<file path="config.mk">
export PLATFORM = sky130hd
export DESIGN_NAME = t16co_top
export DESIGN_NICKNAME = d
export VERILOG_FILES = /design/src/common/t16co_pkg.sv /design/src/core/t16co_chan.sv /design/src/core/t16co_top.sv
export SDC_FILE = /design/constraint.sdc
export NUM_CORES = 1
export LEC_CHECK = 0
export ABC_AREA = 1
export BUFFER_PORTS_ARGS = -buffer_cell sky130_fd_sc_hd__clkbuf_2
export CAP_MARGIN = 20
export CORE_AREA = 3 3 175 177
export DETAILED_ROUTE_END_ITERATION = 6
export DIE_AREA = 0 0 178 180
export HOLD_SLACK_MARGIN = 0.08
export PLACE_DENSITY = 0.66
export SKIP_CTS_REPAIR_TIMING = 1
export SYNTH_ARGS = -nofsm -noshare
export SYNTH_HDL_FRONTEND = slang
export SYNTH_SLANG_ARGS = --single-unit
export TNS_END_PERCENT = 100
</file>
<file path="constraint.sdc">
create_clock -name ref_clk -period 6.64 [get_ports ref_clk]
set_clock_uncertainty 0.05 [all_clocks]
set_input_delay 0.332 -clock ref_clk [delete_from_list [all_inputs] [get_ports ref_clk]]
set_output_delay 0.332 -clock ref_clk [all_outputs]
set_load 0.05 [all_outputs]
</file>
<file path="src/common/t16co_pkg.sv">
// shared constants and types of the 16-bit timer compare-output block
package t16co_pkg;

   // ------------------------------------------------------------------
   // bus widths and channel count
   // ------------------------------------------------------------------
   localparam int ADDR_W = 4;
   localparam int DATA_W = 16;
   localparam int CHAN_N = 3;

   // ------------------------------------------------------------------
   // register offsets
   // ------------------------------------------------------------------
   localparam logic [3:0] ADDR_WAVE_CTRL = 4'h0;
   localparam logic [3:0] ADDR_WAVE_HIGH = 4'h1;
   localparam logic [3:0] ADDR_CMP_A = 4'h2;
   localparam logic [3:0] ADDR_CMP_B = 4'h3;
   localparam logic [3:0] ADDR_CMP_C = 4'h4;
   localparam logic [3:0] ADDR_TOP_VALUE = 4'h5;
   localparam logic [3:0] ADDR_COUNT = 4'h6;
   localparam logic [3:0] ADDR_IRQ_STATUS = 4'h7;
   localparam logic [3:0] ADDR_IRQ_MASK = 4'h8;

   // ------------------------------------------------------------------
   // field positions
   // ------------------------------------------------------------------
   localparam int CHA_MODE_LSB = 6;
   localparam int CHB_MODE_LSB = 4;
   localparam int CHC_MODE_LSB = 2;
   localparam int WM_LO_LSB = 0;
   localparam int WM_HI_LSB = 0;
   localparam int IRQ_MATCH_A = 0;
   localparam int IRQ_MATCH_B = 1;
   localparam int IRQ_MATCH_C = 2;
   localparam int IRQ_OVERFLOW = 3;

   // ------------------------------------------------------------------
   // reset values
   // ------------------------------------------------------------------
   localparam logic [7:0] WAVE_CTRL_RST = 8'h00;
   localparam logic [1:0] WAVE_HIGH_RST = 2'h0;
   localparam logic [15:0] CMP_RST = 16'h0000;
   localparam logic [15:0] TOP_VALUE_RST = 16'h0000;
   localparam logic [15:0] COUNT_RST = 16'h0000;
   localparam logic [3:0] IRQ_RST = 4'h0;

   // ------------------------------------------------------------------
   // counter limits and waveform modes
   // ------------------------------------------------------------------
   localparam logic [15:0] BOTTOM = 16'h0000;
   localparam logic [15:0] TOP_8BIT = 16'h00FF;
   localparam logic [15:0] TOP_9BIT = 16'h01FF;
   localparam logic [15:0] TOP_10BIT = 16'h03FF;
   localparam logic [15:0] TOP_MAX = 16'hFFFF;
   localparam logic [3:0] WM_PFC_CMPA = 4'h9;
   localparam logic [3:0] WM_PC_CMPA = 4'hB;
   localparam logic [3:0] WM_FAST_CMPA = 4'hF;

   localparam logic [1:0] OM_OFF = 2'h0;
   localparam logic [1:0] OM_TOGGLE = 2'h1;
   localparam logic [1:0] OM_CLEAR = 2'h2;
   localparam logic [1:0] OM_SET = 2'h3;

   typedef enum logic [2:0] {
      KIND_NONPWM = 3'b001,
      KIND_FAST = 3'b010,
      KIND_DUAL = 3'b100
   } t16co_kind_type;

   typedef enum logic [1:0] {
      DIR_UP = 2'b01,
      DIR_DOWN = 2'b10
   } t16co_dir_type;

endpackage : t16co_pkg

</file>
<file path="src/core/t16co_chan.sv">
// one compare-output channel: waveform level and pin override
`timescale 1ns/100ps
module t16co_chan (
   // clock and reset
   input wire logic ref_clk,
   input wire logic sys_rst,
   // timing events
   input wire logic tick,
   input wire logic match,
   input wire logic wrap_bottom,
   input wire logic counting_up,
   input wire logic cmp_is_top,
   // configuration
   input wire t16co_pkg::t16co_kind_type kind,
   input wire logic [1:0] mode,
   input wire logic toggle_ok,
   // pin side
   output logic level_r,
   output logic drive_r
);

   logic level_nxt;
   logic drive_nxt;

   // ------------------------------------------------------------------
   // next level
   // ------------------------------------------------------------------
   always_comb begin
      level_nxt = level_r;
      drive_nxt = (mode != t16co_pkg::OM_OFF) &&
         !(mode == t16co_pkg::OM_TOGGLE && !toggle_ok);
      case (kind)
         t16co_pkg::KIND_NONPWM: begin
            if (tick && match) begin
               case (mode)
                  t16co_pkg::OM_TOGGLE: level_nxt = !level_r;
                  t16co_pkg::OM_CLEAR: level_nxt = 1'b0;
                  t16co_pkg::OM_SET: level_nxt = 1'b1;
                  default: level_nxt = level_r;
               endcase
            end
         end
         t16co_pkg::KIND_FAST: begin
            // bottom handling wins, so a match at TOP cannot undo it
            if (tick && wrap_bottom && mode[1]) begin
               level_nxt = (mode == t16co_pkg::OM_CLEAR);
            end else if (tick && match && !(cmp_is_top && mode[1])) begin
               case (mode)
                  t16co_pkg::OM_TOGGLE: level_nxt = toggle_ok ? !level_r
                     : level_r;
                  t16co_pkg::OM_CLEAR: level_nxt = 1'b0;
                  t16co_pkg::OM_SET: level_nxt = 1'b1;
                  default: level_nxt = level_r;
               endcase
            end
         end
         t16co_pkg::KIND_DUAL: begin
            if (tick && match) begin
               case (mode)
                  t16co_pkg::OM_TOGGLE: level_nxt = toggle_ok ? !level_r
                     : level_r;
                  t16co_pkg::OM_CLEAR: level_nxt = !counting_up;
                  t16co_pkg::OM_SET: level_nxt = counting_up;
                  default: level_nxt = level_r;
               endcase
            end
         end
         default: level_nxt = level_r;
      endcase
   end

   always_ff @(posedge ref_clk or posedge sys_rst) begin
      if (sys_rst) begin
         level_r <= 1'b0;
         drive_r <= 1'b0;
      end else begin
         level_r <= level_nxt;
         drive_r <= drive_nxt;
      end
   end

endmodule : t16co_chan

</file>
<file path="src/core/t16co_top.sv">
// 16-bit timer with three compare-output channels and register port
`timescale 1ns/100ps
// Function
// single clock, timer tick is enable
// buffer compare values only in buffered modes
// frequency-correct mode loads compares at BOTTOM
// control register channel and mode fields
// nonzero output mode drives the pin
// software sets pin direction to output
// non-PWM: off, toggle, clear, set
// fast PWM toggle only channel A mode 15
// fast non-inverting: clear match, set BOTTOM
// fast inverting: set match, clear BOTTOM
// fast PWM ignores match when compare equals TOP; code ignores it only in output modes 2 and 3, toggle still acts
// dual-slope toggle only channel A modes 9/11
// dual-slope mode 2: clear up, set down
// dual-slope mode 3: set up, clear down
// four-bit mode picks sequence, TOP, waveform
// dual-slope counts BOTTOM to TOP and back
// match flag set on compare equality
// events act only on timer ticks
module t16co_top (
   // clock and reset
   input wire logic ref_clk,
   input wire logic sys_rst,
   // prescaled timer tick, same clock domain
   input wire logic timer_clock_enable,
   // register port
   input wire logic [t16co_pkg::ADDR_W-1:0] reg_addr,
   input wire logic [t16co_pkg::DATA_W-1:0] reg_wdata,
   input wire logic reg_wr,
   input wire logic reg_rd,
   output logic [t16co_pkg::DATA_W-1:0] reg_rdata,
   // compare outputs and their pin overrides
   output logic chan_a_compare_out,
   output logic chan_a_compare_oe,
   output logic chan_b_compare_out,
   output logic chan_b_compare_oe,
   output logic chan_c_compare_out,
   output logic chan_c_compare_oe,
   // counter state and interrupt
   output logic [15:0] counter_value,
   output logic irq
);

   // ------------------------------------------------------------------
   // declarations
   // ------------------------------------------------------------------
   logic [7:0] wave_ctrl_r;
   logic [7:0] wave_ctrl_nxt;
   logic [1:0] wave_high_r;
   logic [1:0] wave_high_nxt;
   logic [15:0] top_value_r;
   logic [15:0] top_value_nxt;
   logic [3:0] irq_stat_r;
   logic [3:0] irq_stat_nxt;
   logic [3:0] irq_mask_r;
   logic [3:0] irq_mask_nxt;
   logic irq_r;
   logic irq_nxt;
   logic [15:0] rdata_r;
   logic [15:0] rdata_nxt;
   logic [15:0] count_r;
   logic [15:0] count_nxt;
   t16co_pkg::t16co_dir_type dir_r;
   t16co_pkg::t16co_dir_type dir_nxt;

   logic [3:0] wmode;
   t16co_pkg::t16co_kind_type kind;
   logic [15:0] top_lim;
   logic at_top;
   logic at_bottom;
   logic load_evt;
   logic ovf_evt;
   logic [15:0] cmp_act [t16co_pkg::CHAN_N];
   logic [15:0] cmp_buf [t16co_pkg::CHAN_N];
   logic [t16co_pkg::CHAN_N-1:0] match;
   logic [t16co_pkg::CHAN_N-1:0] level;
   logic [t16co_pkg::CHAN_N-1:0] drive;

   // ------------------------------------------------------------------
   // mode decode
   // ------------------------------------------------------------------
   assign wmode = {wave_high_r[t16co_pkg::WM_HI_LSB +: 2],
                   wave_ctrl_r[t16co_pkg::WM_LO_LSB +: 2]};

   always_comb begin
      kind = t16co_pkg::KIND_NONPWM;
      top_lim = t16co_pkg::TOP_MAX;
      case (wmode)
         4'h0: top_lim = t16co_pkg::TOP_MAX;
         4'h1: begin
            kind = t16co_pkg::KIND_DUAL;
            top_lim = t16co_pkg::TOP_8BIT;
         end
         4'h2: begin
            kind = t16co_pkg::KIND_DUAL;
            top_lim = t16co_pkg::TOP_9BIT;
         end
         4'h3: begin
            kind = t16co_pkg::KIND_DUAL;
            top_lim = t16co_pkg::TOP_10BIT;
         end
         4'h4: top_lim = cmp_act[0];
         4'h5: begin
            kind = t16co_pkg::KIND_FAST;
            top_lim = t16co_pkg::TOP_8BIT;
         end
         4'h6: begin
            kind = t16co_pkg::KIND_FAST;
            top_lim = t16co_pkg::TOP_9BIT;
         end
         4'h7: begin
            kind = t16co_pkg::KIND_FAST;
            top_lim = t16co_pkg::TOP_10BIT;
         end
         4'h8, 4'hA: begin
            kind = t16co_pkg::KIND_DUAL;
            top_lim = top_value_r;
         end
         4'h9, 4'hB: begin
            kind = t16co_pkg::KIND_DUAL;
            top_lim = cmp_act[0];
         end
         4'hC: top_lim = top_value_r;
         4'hE: begin
            kind = t16co_pkg::KIND_FAST;
            top_lim = top_value_r;
         end
         4'hF: begin
            kind = t16co_pkg::KIND_FAST;
            top_lim = cmp_act[0];
         end
         // reserved mode behaves as a free-running normal counter
         default: top_lim = t16co_pkg::TOP_MAX;
      endcase
   end

   assign at_top = (count_r == top_lim);
   assign at_bottom = (count_r == t16co_pkg::BOTTOM);

   // ------------------------------------------------------------------
   // compare buffer load point
   // ------------------------------------------------------------------
   always_comb begin
      load_evt = 1'b0;
      ovf_evt = 1'b0;
      case (kind)
         t16co_pkg::KIND_NONPWM: begin
            ovf_evt = timer_clock_enable &&
               (count_r == t16co_pkg::TOP_MAX);
         end
         t16co_pkg::KIND_FAST: begin
            // the wrap from TOP is the arrival at BOTTOM
            load_evt = timer_clock_enable && at_top;
            ovf_evt = timer_clock_enable && at_top;
         end
         t16co_pkg::KIND_DUAL: begin
            if (wmode[3:1] == 3'h4) begin
               load_evt = timer_clock_enable && at_bottom;
            end else begin
               load_evt = timer_clock_enable && at_top;
            end
            ovf_evt = timer_clock_enable && at_bottom &&
               (dir_r == t16co_pkg::DIR_DOWN);
         end
         default: load_evt = 1'b0;
      endcase
   end

   // ------------------------------------------------------------------
   // counter
   // ------------------------------------------------------------------
   always_comb begin
      count_nxt = count_r;
      dir_nxt = dir_r;
      if (timer_clock_enable) begin
         if (kind == t16co_pkg::KIND_DUAL) begin
            case (dir_r)
               t16co_pkg::DIR_UP: begin
                  if (at_top) begin
                     dir_nxt = t16co_pkg::DIR_DOWN;
                     count_nxt = at_bottom ? count_r : count_r - 16'h0001;
                  end else begin
                     count_nxt = count_r + 16'h0001;
                  end
               end
               t16co_pkg::DIR_DOWN: begin
                  if (at_bottom) begin
                     dir_nxt = t16co_pkg::DIR_UP;
                     count_nxt = at_top ? count_r : count_r + 16'h0001;
                  end else begin
                     count_nxt = count_r - 16'h0001;
                  end
               end
               default: begin
                  dir_nxt = t16co_pkg::DIR_UP;
                  count_nxt = t16co_pkg::BOTTOM;
               end
            endcase
         end else begin
            dir_nxt = t16co_pkg::DIR_UP;
            count_nxt = at_top ? t16co_pkg::BOTTOM : count_r + 16'h0001;
         end
      end
   end

   always_ff @(posedge ref_clk or posedge sys_rst) begin
      if (sys_rst) begin
         count_r <= t16co_pkg::COUNT_RST;
         dir_r <= t16co_pkg::DIR_UP;
      end else begin
         count_r <= count_nxt;
         dir_r <= dir_nxt;
      end
   end

   // ------------------------------------------------------------------
   // per-channel compare registers and waveform logic
   // ------------------------------------------------------------------
   genvar gi;
   generate
      for (gi = 0; gi < t16co_pkg::CHAN_N; gi++) begin : g_chan
         logic [15:0] buf_r;
         logic [15:0] buf_nxt;
         logic [15:0] act_r;
         logic [15:0] act_nxt;
         logic wr_hit;
         logic toggle_ok;
         logic [1:0] mode;

         assign mode = wave_ctrl_r[t16co_pkg::CHA_MODE_LSB - 2*gi +: 2];
         assign wr_hit = reg_wr &&
            (reg_addr == t16co_pkg::ADDR_CMP_A + 4'(gi));

         always_comb begin
            buf_nxt = wr_hit ? reg_wdata : buf_r;
            act_nxt = act_r;
            if (kind == t16co_pkg::KIND_NONPWM) begin
               act_nxt = buf_nxt;
            end else if (load_evt) begin
               act_nxt = buf_r;
            end
         end

         always_ff @(posedge ref_clk or posedge sys_rst) begin
            if (sys_rst) begin
               buf_r <= t16co_pkg::CMP_RST;
               act_r <= t16co_pkg::CMP_RST;
            end else begin
               buf_r <= buf_nxt;
               act_r <= act_nxt;
            end
         end

         assign cmp_act[gi] = act_r;
         assign cmp_buf[gi] = buf_r;
         assign match[gi] = timer_clock_enable &&
            (count_r == act_r);

         always_comb begin
            toggle_ok = 1'b1;
            if (kind == t16co_pkg::KIND_FAST) begin
               toggle_ok = (gi == 0) &&
                  (wmode == t16co_pkg::WM_FAST_CMPA);
            end else if (kind == t16co_pkg::KIND_DUAL) begin
               toggle_ok = (gi == 0) &&
                  ((wmode == t16co_pkg::WM_PFC_CMPA) ||
                   (wmode == t16co_pkg::WM_PC_CMPA));
            end
         end

         t16co_chan u_chan (
            .ref_clk(ref_clk),
            .sys_rst(sys_rst),
            .tick(timer_clock_enable),
            .match(match[gi]),
            .wrap_bottom(at_top),
            .counting_up(dir_r == t16co_pkg::DIR_UP),
            .cmp_is_top(act_r == top_lim),
            .kind(kind),
            .mode(mode),
            .toggle_ok(toggle_ok),
            .level_r(level[gi]),
            .drive_r(drive[gi])
         );
      end
   endgenerate

   // ------------------------------------------------------------------
   // control registers, interrupt and read port
   // ------------------------------------------------------------------
   always_comb begin
      wave_ctrl_nxt = wave_ctrl_r;
      wave_high_nxt = wave_high_r;
      top_value_nxt = top_value_r;
      irq_mask_nxt = irq_mask_r;
      irq_stat_nxt = irq_stat_r;
      if (reg_wr) begin
         case (reg_addr)
            t16co_pkg::ADDR_WAVE_CTRL: wave_ctrl_nxt = reg_wdata[7:0];
            t16co_pkg::ADDR_WAVE_HIGH: wave_high_nxt = reg_wdata[1:0];
            t16co_pkg::ADDR_TOP_VALUE: top_value_nxt = reg_wdata;
            t16co_pkg::ADDR_IRQ_MASK: irq_mask_nxt = reg_wdata[3:0];
            t16co_pkg::ADDR_IRQ_STATUS:
               irq_stat_nxt = irq_stat_r & ~reg_wdata[3:0];
            default: irq_mask_nxt = irq_mask_r;
         endcase
      end
      // set after clear so a same-cycle event survives the clear
      irq_stat_nxt[t16co_pkg::IRQ_MATCH_A +: 3] =
         irq_stat_nxt[t16co_pkg::IRQ_MATCH_A +: 3] | match;
      if (ovf_evt) begin
         irq_stat_nxt[t16co_pkg::IRQ_OVERFLOW] = 1'b1;
      end
      irq_nxt = |(irq_stat_nxt & irq_mask_nxt);
      rdata_nxt = 16'h0000;
      if (reg_rd) begin
         case (reg_addr)
            t16co_pkg::ADDR_WAVE_CTRL: rdata_nxt = {8'h00, wave_ctrl_r};
            t16co_pkg::ADDR_WAVE_HIGH: rdata_nxt = {14'h0, wave_high_r};
            t16co_pkg::ADDR_CMP_A: rdata_nxt = cmp_buf[0];
            t16co_pkg::ADDR_CMP_B: rdata_nxt = cmp_buf[1];
            t16co_pkg::ADDR_CMP_C: rdata_nxt = cmp_buf[2];
            t16co_pkg::ADDR_TOP_VALUE: rdata_nxt = top_value_r;
            t16co_pkg::ADDR_COUNT: rdata_nxt = count_r;
            t16co_pkg::ADDR_IRQ_STATUS: rdata_nxt = {12'h000, irq_stat_r};
            t16co_pkg::ADDR_IRQ_MASK: rdata_nxt = {12'h000, irq_mask_r};
            default: rdata_nxt = 16'h0000;
         endcase
      end
   end

   always_ff @(posedge ref_clk or posedge sys_rst) begin
      if (sys_rst) begin
         wave_ctrl_r <= t16co_pkg::WAVE_CTRL_RST;
         wave_high_r <= t16co_pkg::WAVE_HIGH_RST;
         top_value_r <= t16co_pkg::TOP_VALUE_RST;
         irq_mask_r <= t16co_pkg::IRQ_RST;
         irq_stat_r <= t16co_pkg::IRQ_RST;
         irq_r <= 1'b0;
         rdata_r <= 16'h0000;
      end else begin
         wave_ctrl_r <= wave_ctrl_nxt;
         wave_high_r <= wave_high_nxt;
         top_value_r <= top_value_nxt;
         irq_mask_r <= irq_mask_nxt;
         irq_stat_r <= irq_stat_nxt;
         irq_r <= irq_nxt;
         rdata_r <= rdata_nxt;
      end
   end

   // ------------------------------------------------------------------
   // outputs
   // ------------------------------------------------------------------
   // pin driver also needs the port direction bit set by software
   assign chan_a_compare_out = level[0];
   assign chan_a_compare_oe = drive[0];
   assign chan_b_compare_out = level[1];
   assign chan_b_compare_oe = drive[1];
   assign chan_c_compare_out = level[2];
   assign chan_c_compare_oe = drive[2];
   assign counter_value = count_r;
   assign irq = irq_r;
   assign reg_rdata = rdata_r;

endmodule : t16co_top

</file>
* Word-level counts from Yosys, hierarchy flattened
Index checks and enable logic that the tools add are counted.
** Storage, ports and cells
- Output and inout port bits :: 39
- Bits of input ports :: 25
- Register bits :: 171
** Operators by class
- Bitwise gates (word level) :: 4
- Add/sub/neg operators :: 2
- Equality and inequality tests :: 67
- Mux-type cells :: 63
- Reductions and logical operators :: 64
** Operators by type and width (number)
- two-way mux 16 bit :: 16
- one-hot mux 16 bit (9 select lines) :: 1
- equality test 16 bit :: 7
- one-hot mux 16 bit (5 select lines) :: 1
- one-hot mux 1 bit (3 select lines) :: 13
- equality test 4 x 3 -> 1 bit (second input constant) :: 8
- equality test 4 bit (second input constant) :: 8
- one-hot mux 16 bit (2 select lines) :: 1
- logical AND 1 bit :: 28
- inequality test 4 x 1 -> 1 bit (second input constant) :: 6
- two-way mux 1 bit :: 21
- AND reduction 7 bit :: 3
- adder 16 x 1 -> 16 bit (second input constant) :: 1
- equality test 16 bit (second input constant) :: 1
- equality test 4 x 2 -> 1 bit (second input constant) :: 4
- logical NOT 16 bit :: 1
- two-way mux 4 bit :: 4
- subtractor 16 x 1 -> 16 bit (second input constant) :: 1
- inequality test 5 x 1 -> 1 bit (second input constant) :: 3
- equality test 2 bit (second input constant) :: 7
- logical NOT 1 bit :: 12
- inequality test 2 x 1 -> 1 bit (second input constant) :: 6
- OR reduction 4 bit :: 3
- inequality test 3 x 1 -> 1 bit (second input constant) :: 3
- other kinds (23) :: 41

* Longest topological paths before layout
- Depth in word-level cells :: 11
- Mapped depth :: 24
- Depth with buffers taken out :: 22

* Cells and area by module
From an unflattened synthesis, not the netlist that was laid out.
** Unflattened totals
- Cells, all modules :: 1724
- Area, all modules :: 11767.5 sq um
** By module, submodules not included
- t16co_top :: times used 1, cells each 1538, area each 10735.3 sq um
- t16co_chan :: times used 3, cells each 62, area each 344.1 sq um

* Worst setup path after synthesis
OpenSTA, ideal clock, no wires.
- Path kind :: register -> register
- From :: reg count_r[0] (netlist: counter_value[0])
- To :: reg g_chan[0].act_r[15]
- Setup time :: 0.066 ns
- Slack :: 3.942 ns
- Stages on the path, launching flop included :: 16
- Period minus slack after synthesis :: 2.698 ns
- Data arrival time :: 2.582 ns
- Required time :: 6.524 ns
- Cell sequence :: dfrtp_1 -> buf_2 -> clkinv_1 -> ha_1 -> inv_1 -> nor2_1 -> nand4_1 -> nor2_1 -> or2_2 -> nand3_1 -> nand2_1 -> nand2_1 -> buf_2 -> buf_6 -> nand3_1 -> nand2_1
** Between the ends
- Cells in the longest elaborated chain, start to end :: 5
- Elaborated cells on any way between the ends :: 7
- Those cells by class :: eq/ne (1); mux (2); reduce/logical (4)
** Ends and longest elaborated chain
- start: declaration :: RTL line t16co_top.sv:63 : logic [15:0] count_r;
- start signal: assignment :: RTL line t16co_top.sv:210 : count_r <= t16co_pkg::COUNT_RST;
- start signal: assignment :: RTL line t16co_top.sv:213 : count_r <= count_nxt;
- equality test 16 bit or logical NOT 16 bit (tied branches) :: RTL line t16co_top.sv:139, t16co_top.sv:140
- logical AND 1 bit (on tied branches) :: RTL line t16co_top.sv:155, t16co_top.sv:162, t16co_top.sv:160
- two-way mux 1 bit :: RTL line t16co_top.sv:159 : if (wmode[3:1] == 3'h4) begin
- one-hot mux 1 bit (2 select lines) * :: RTL line t16co_top.sv:148 : case (kind)
- nonzero test 2 bit (no source line) *
- end signal: assignment :: RTL line t16co_top.sv:249 : act_r <= t16co_pkg::CMP_RST;
- end signal: assignment :: RTL line t16co_top.sv:252 : act_r <= act_nxt;
- end: declaration :: RTL line t16co_top.sv:226 : logic [15:0] act_r;
Mark *: on every way between the ends. The rest lies on a longest branch, timed or not.
A chain may end at the register's enable or synchronous reset.

* Worst setup path after layout
- From :: reg wave_ctrl_r[1]
- To :: reg g_chan[1].act_r[7]
** Between the ends
- Cells in the longest elaborated chain, start to end :: 8
- Elaborated cells on any way between the ends :: 33
- Those cells by class :: eq/ne (19); mux (5); reduce/logical (9)
** Ends and longest elaborated chain
- start: declaration :: RTL line t16co_top.sv:49 : logic [7:0] wave_ctrl_r;
- start signal: assignment :: RTL line t16co_top.sv:336 : wave_ctrl_r <= t16co_pkg::WAVE_CTRL_RST;
- start signal: assignment :: RTL line t16co_top.sv:344 : wave_ctrl_r <= wave_ctrl_nxt;
- equality test 4 bit, or another cell as far along :: RTL line t16co_top.sv:90 : case (wmode)
- OR reduction 4 bit (no source line) or OR reduction 2 bit (tied branches)
- one-hot mux 16 bit (5 select lines) :: RTL line t16co_top.sv:90
- equality test 16 bit :: RTL line t16co_top.sv:139 : assign at_top = (count_r == top_lim);
- logical AND 1 bit :: RTL line t16co_top.sv:155, t16co_top.sv:162
- two-way mux 1 bit :: RTL line t16co_top.sv:159
- one-hot mux 1 bit (2 select lines) :: RTL line t16co_top.sv:148
- nonzero test 2 bit (no source line)
- end signal: assignment :: RTL line t16co_top.sv:249
- end signal: assignment :: RTL line t16co_top.sv:252
- end: declaration :: RTL line t16co_top.sv:226
Parallel ways exist; a longest one is shown, timed or not.

==> metrics.md <==
| Metric | Value |
|---|---|
| Run status | `completed` |
| Grt ovf | `0` |
| Asr flop ratio synth | `100%` |
| Worst-skew pair later-pin latency | `between 400 and 500 ps` |
| CP Cell Sequence | `nor2_2 > nand2_1 > nand2_1 > nand3_2 > nand3_1 > nand2_1 > nand2_1 > nand2_1 > nor2_2 > nand2_1 > nor2_2 > buf_4 > nand2_1 > nand2_1 > nand3_1 > nand2_1 > nand2_1 > buf_4 > nand2_2 > nand2_1 > nand2_1` |
| Clock Path Buffers | `2` |
| Min cycle time layout | `a little under 5000 ps` |
| Yosys top cell area share | `36.7%` |
| Post-synth EDFFs | `0` |
| Crit Path Max Fanout | `around 50` |
| Area growth syn-to-layout | `9.27%` |
| Vias in the first global route | `11300` |
| RSZ-0062 raised after global routing | `false` |
| Count of final setup violators | `0` |
| Post-synth top cells | `501 x nand2_1, 176 x inv_1, 172 x nor2_1` |
| Die Y | `approximately 180 µm` |
| Post-Syn Instances | `about 1700` |
| Number of synthesized register bits | `171` |
| Routability congestion estimate | `slightly above 1` |
| Detailed-route via count | `roughly 12000` |
| Fmax | `~200 MHz` |
| Slowest cell on the critical path | `nand3_2` |
| CTS clk-pin slew, worst paths | `60 ps` |
| Final WS setup | `approximately 1700 ps` |
| Buffers on Ports | `63` |
| Arrival time worst endpoint | `approximately 5200 ps` |
| I/O pins | `64` |
| Power Total | `5.53 mW` |
| Mapped Area | `~12000 µm²` |
| Total wire length | `between 40000 and 50000 µm` |
| First-pass GRT wire length | `between 60000 and 70000 µm` |
| Final non-filler cell total | `around 2100` |
| Design area | `roughly 13000 µm²` |
| Ys flop type | `dfrtp_1` |
| Worst hold-check path type | `in2reg` |
| Top cells by area in the synthesized netlist | `dfrtp_1 37%, nand2_1 16%, o21ai_0 6.4%` |
| Worst slew margin | `between 20% and 30%` |
| Ant diodes | `0` |
| IR drop worst, VDD | `~0.00018 V` |
| Req. time, crit path | `between 6000 and 7000 ps` |
| Post-synthesis mux area share | `less than 1%` |
| Crit start category | `flop` |
| Synth Area in Compound Gates | `around 15%` |
| Placed Cells | `around 2100` |
| Combinational share of power | `between 40% and 50%` |
| Post-Synth XOR/XNOR Area | `under 10%` |
| Placed cell areas | `~12000 µm²` |
| Sequential-to-total area share from yosys stat | `36.9%` |
| Top-count cell post-synth | `nand2_1` |
| Filler cells | `approximately 3100` |
| Pint | `around 2.7 mW` |
| Clock power share | `17.2%` |
| GRT Total Usage | `between 20% and 30%` |
| Total CTS buffers | `17` |
| CTS Sinks | `approximately 170` |
| Initial DRT Pass Iterations | `6` |
| Largest family of logic cells by synthesized area | `simple AND/OR/NAND/NOR gates` |
| Crit path top cell by count | `nand2_1` |
| Pleak | `6.35 nW` |
| Synth Area in Simple Gates | `32.3%` |
| DR vias/cell | `roughly 5.6` |
| Core Box Area | `between 20000 and 30000 µm²` |
| Sequential power share | `33.7%` |
| Dpl ws | `~1900 ps` |
| Setup TNS | `0 ps` |
| Adder-cell share of the synthesized area | `under 10%` |
| CTS tree | `yes` |
| Avg WL per Cell | `around 21 µm` |
| Root Buffer | `clkbuf_16` |
| Psw | `between 2 and 3 mW` |
| Initial core utilization | `39.5%` |
| Largest net degree at the start of global routing | `90` |
| Fin. Hold Viols | `0` |
| Minimum hold slack | `roughly 100 ps` |
| Htree depth | `4` |
| Max Cap Viol | `0` |
| Share of cells above drive strength 1 | `8.41%` |
| Kind of critical path | `reg2reg` |
| Yosys Warn Count | `0` |
| Switch share | `between 50% and 60%` |
| Initial antenna violation count | `0` |
| Area of the die | `32000 µm²` |
| Fin nets | `1772` |
| DP HPWL | `33500 µm` |
| CP Capture Type | `flop` |
| Final Max Slew Viols | `0` |
| Synth area leader | `dfrtp_1` |
| Worst path max stage delay | `740 ps` |
| # DRC | `0` |
| Cell Rows | `63` |
| Post-route ant nets | `0` |
| PwrDens | `436 nW/µm²` |
| Worst slew pin tran | `between 1000 and 1500 ps` |
| Final Core Density | `between 40% and 50%` |
| Fin crit share | `about 74%` |
| Syn nets | `between 1500 and 2000` |
| Post-synth cell types | `45` |
| DR iter-0 viols | `roughly 1300` |
| Syn avg cell area | `approximately 6.8 µm²` |
| Die X | `around 180 µm` |
per-layer routing:
layer	vias up	GRT usage (%)	wire (µm)
met4	0	8.83	1230
li1	5633	-	-
met2	459	43.6	20400
met1	5701	40.3	20300
met3	61	3.61	2850
met5	-	0	0
layout by cell type (no fill, tap or decap), types with 3 or more instances in the layout:
cell,n
nand2_2,5
o31ai_1,9
inv_1,174
o211ai_1,3
nor3_1,24
o2111ai_1,6
clkbuf_2,63
ha_1,20
inv_2,4
a221oi_1,3
nand2_1,501
buf_4,13
nor2_1,172
a21oi_1,89
nand3_2,15
o21ai_0,149
dfrtp_1,170
clkinv_1,8
xor2_1,34
a31oi_1,7
nand3_1,97
clkinv_4,3
clkbuf_8,3
a211oi_1,8
nor4_1,8
clkbuf_16,17
or2_2,4
o22ai_1,35
xnor2_1,11
a2111oi_0,3
nand4_1,45
nor2_2,6
o21bai_1,3
path summary, 6_finish.rpt:
path | startpoint | cells past startpoint | slack [ps] | endpoint
max | wave_ctrl_r[1] | 21 | 1720 | g_chan[1].act_r[7]
min | reg_rd | 3 | 100 | reg_rdata[1]
max reg2reg | wave_ctrl_r[1] | 21 | 1720 | g_chan[1].act_r[7]
min reg2reg | dir_r[0] | 2 | 470 | dir_r[0]
max in group asynchronous | sys_rst | 4 | 4930 | counter_value[2]
min in group asynchronous | sys_rst | 3 | 430 | g_chan[0].buf_r[13]
final cells by class:
class,count,area [µm²],share of cell area (%)
Inverter,187,707,5.58
Tap cell,390,488,3.85
Clock inverter,8,63.8,0.503
Multi-Input combinational cell,1271,6210,49.0
Timing Repair Buffer,78,450,3.55
Sequential cell,171,4280,33.8
Clock buffer,21,470,3.71
critical path, delay by kind of cell (launching register included):
kind | cells | cell delay, ps
flip-flops | 1 | 440
AND/OR/NAND/NOR | 19 | 3710
buffers and inverters | 2 | 620
registers in the layout (all words and copies together) (netlist names):
| signal | cells |
|---|---|
| counter_value | 16 |
| dir_r | 2 |
| g_chan.act_r | 48 |
| g_chan.buf_r | 48 |
| g_chan.u_chan.drive_r | 3 |
| g_chan.u_chan.level_r | 3 |
| irq | 1 |
| irq_mask_r | 4 |
| irq_stat_r | 4 |
| reg_rdata | 16 |
| top_value_r | 16 |
| wave_ctrl_r | 8 |
| wave_high_r | 2 |
power by group through the flow:
| stage | Combinational, mW | Sequential, mW | Clock (mW) |
|---|---|---|---|
| global placement | 2.66 | 1.85 | 0 |
| global route | 3.03 | 1.89 | 1.01 |
| CTS | 2.68 | 1.84 | 0.960 |
| detailed placement | 2.67 | 1.86 | 0 |
| floorplan | 1.87 | 1.77 | 0 |
| finish | 2.71 | 1.86 | 0.950 |
kinds of logic after synthesis:
logic type	after synthesis
and+or+nand+nor	881
buffers and inverters	269
xor gates and xnor gates	45
muxes	1
adders and majority gates	21
DFF	171
AOI/OAI and AO/OA	323
Note: power is estimated with default switching activity, not from simulation.
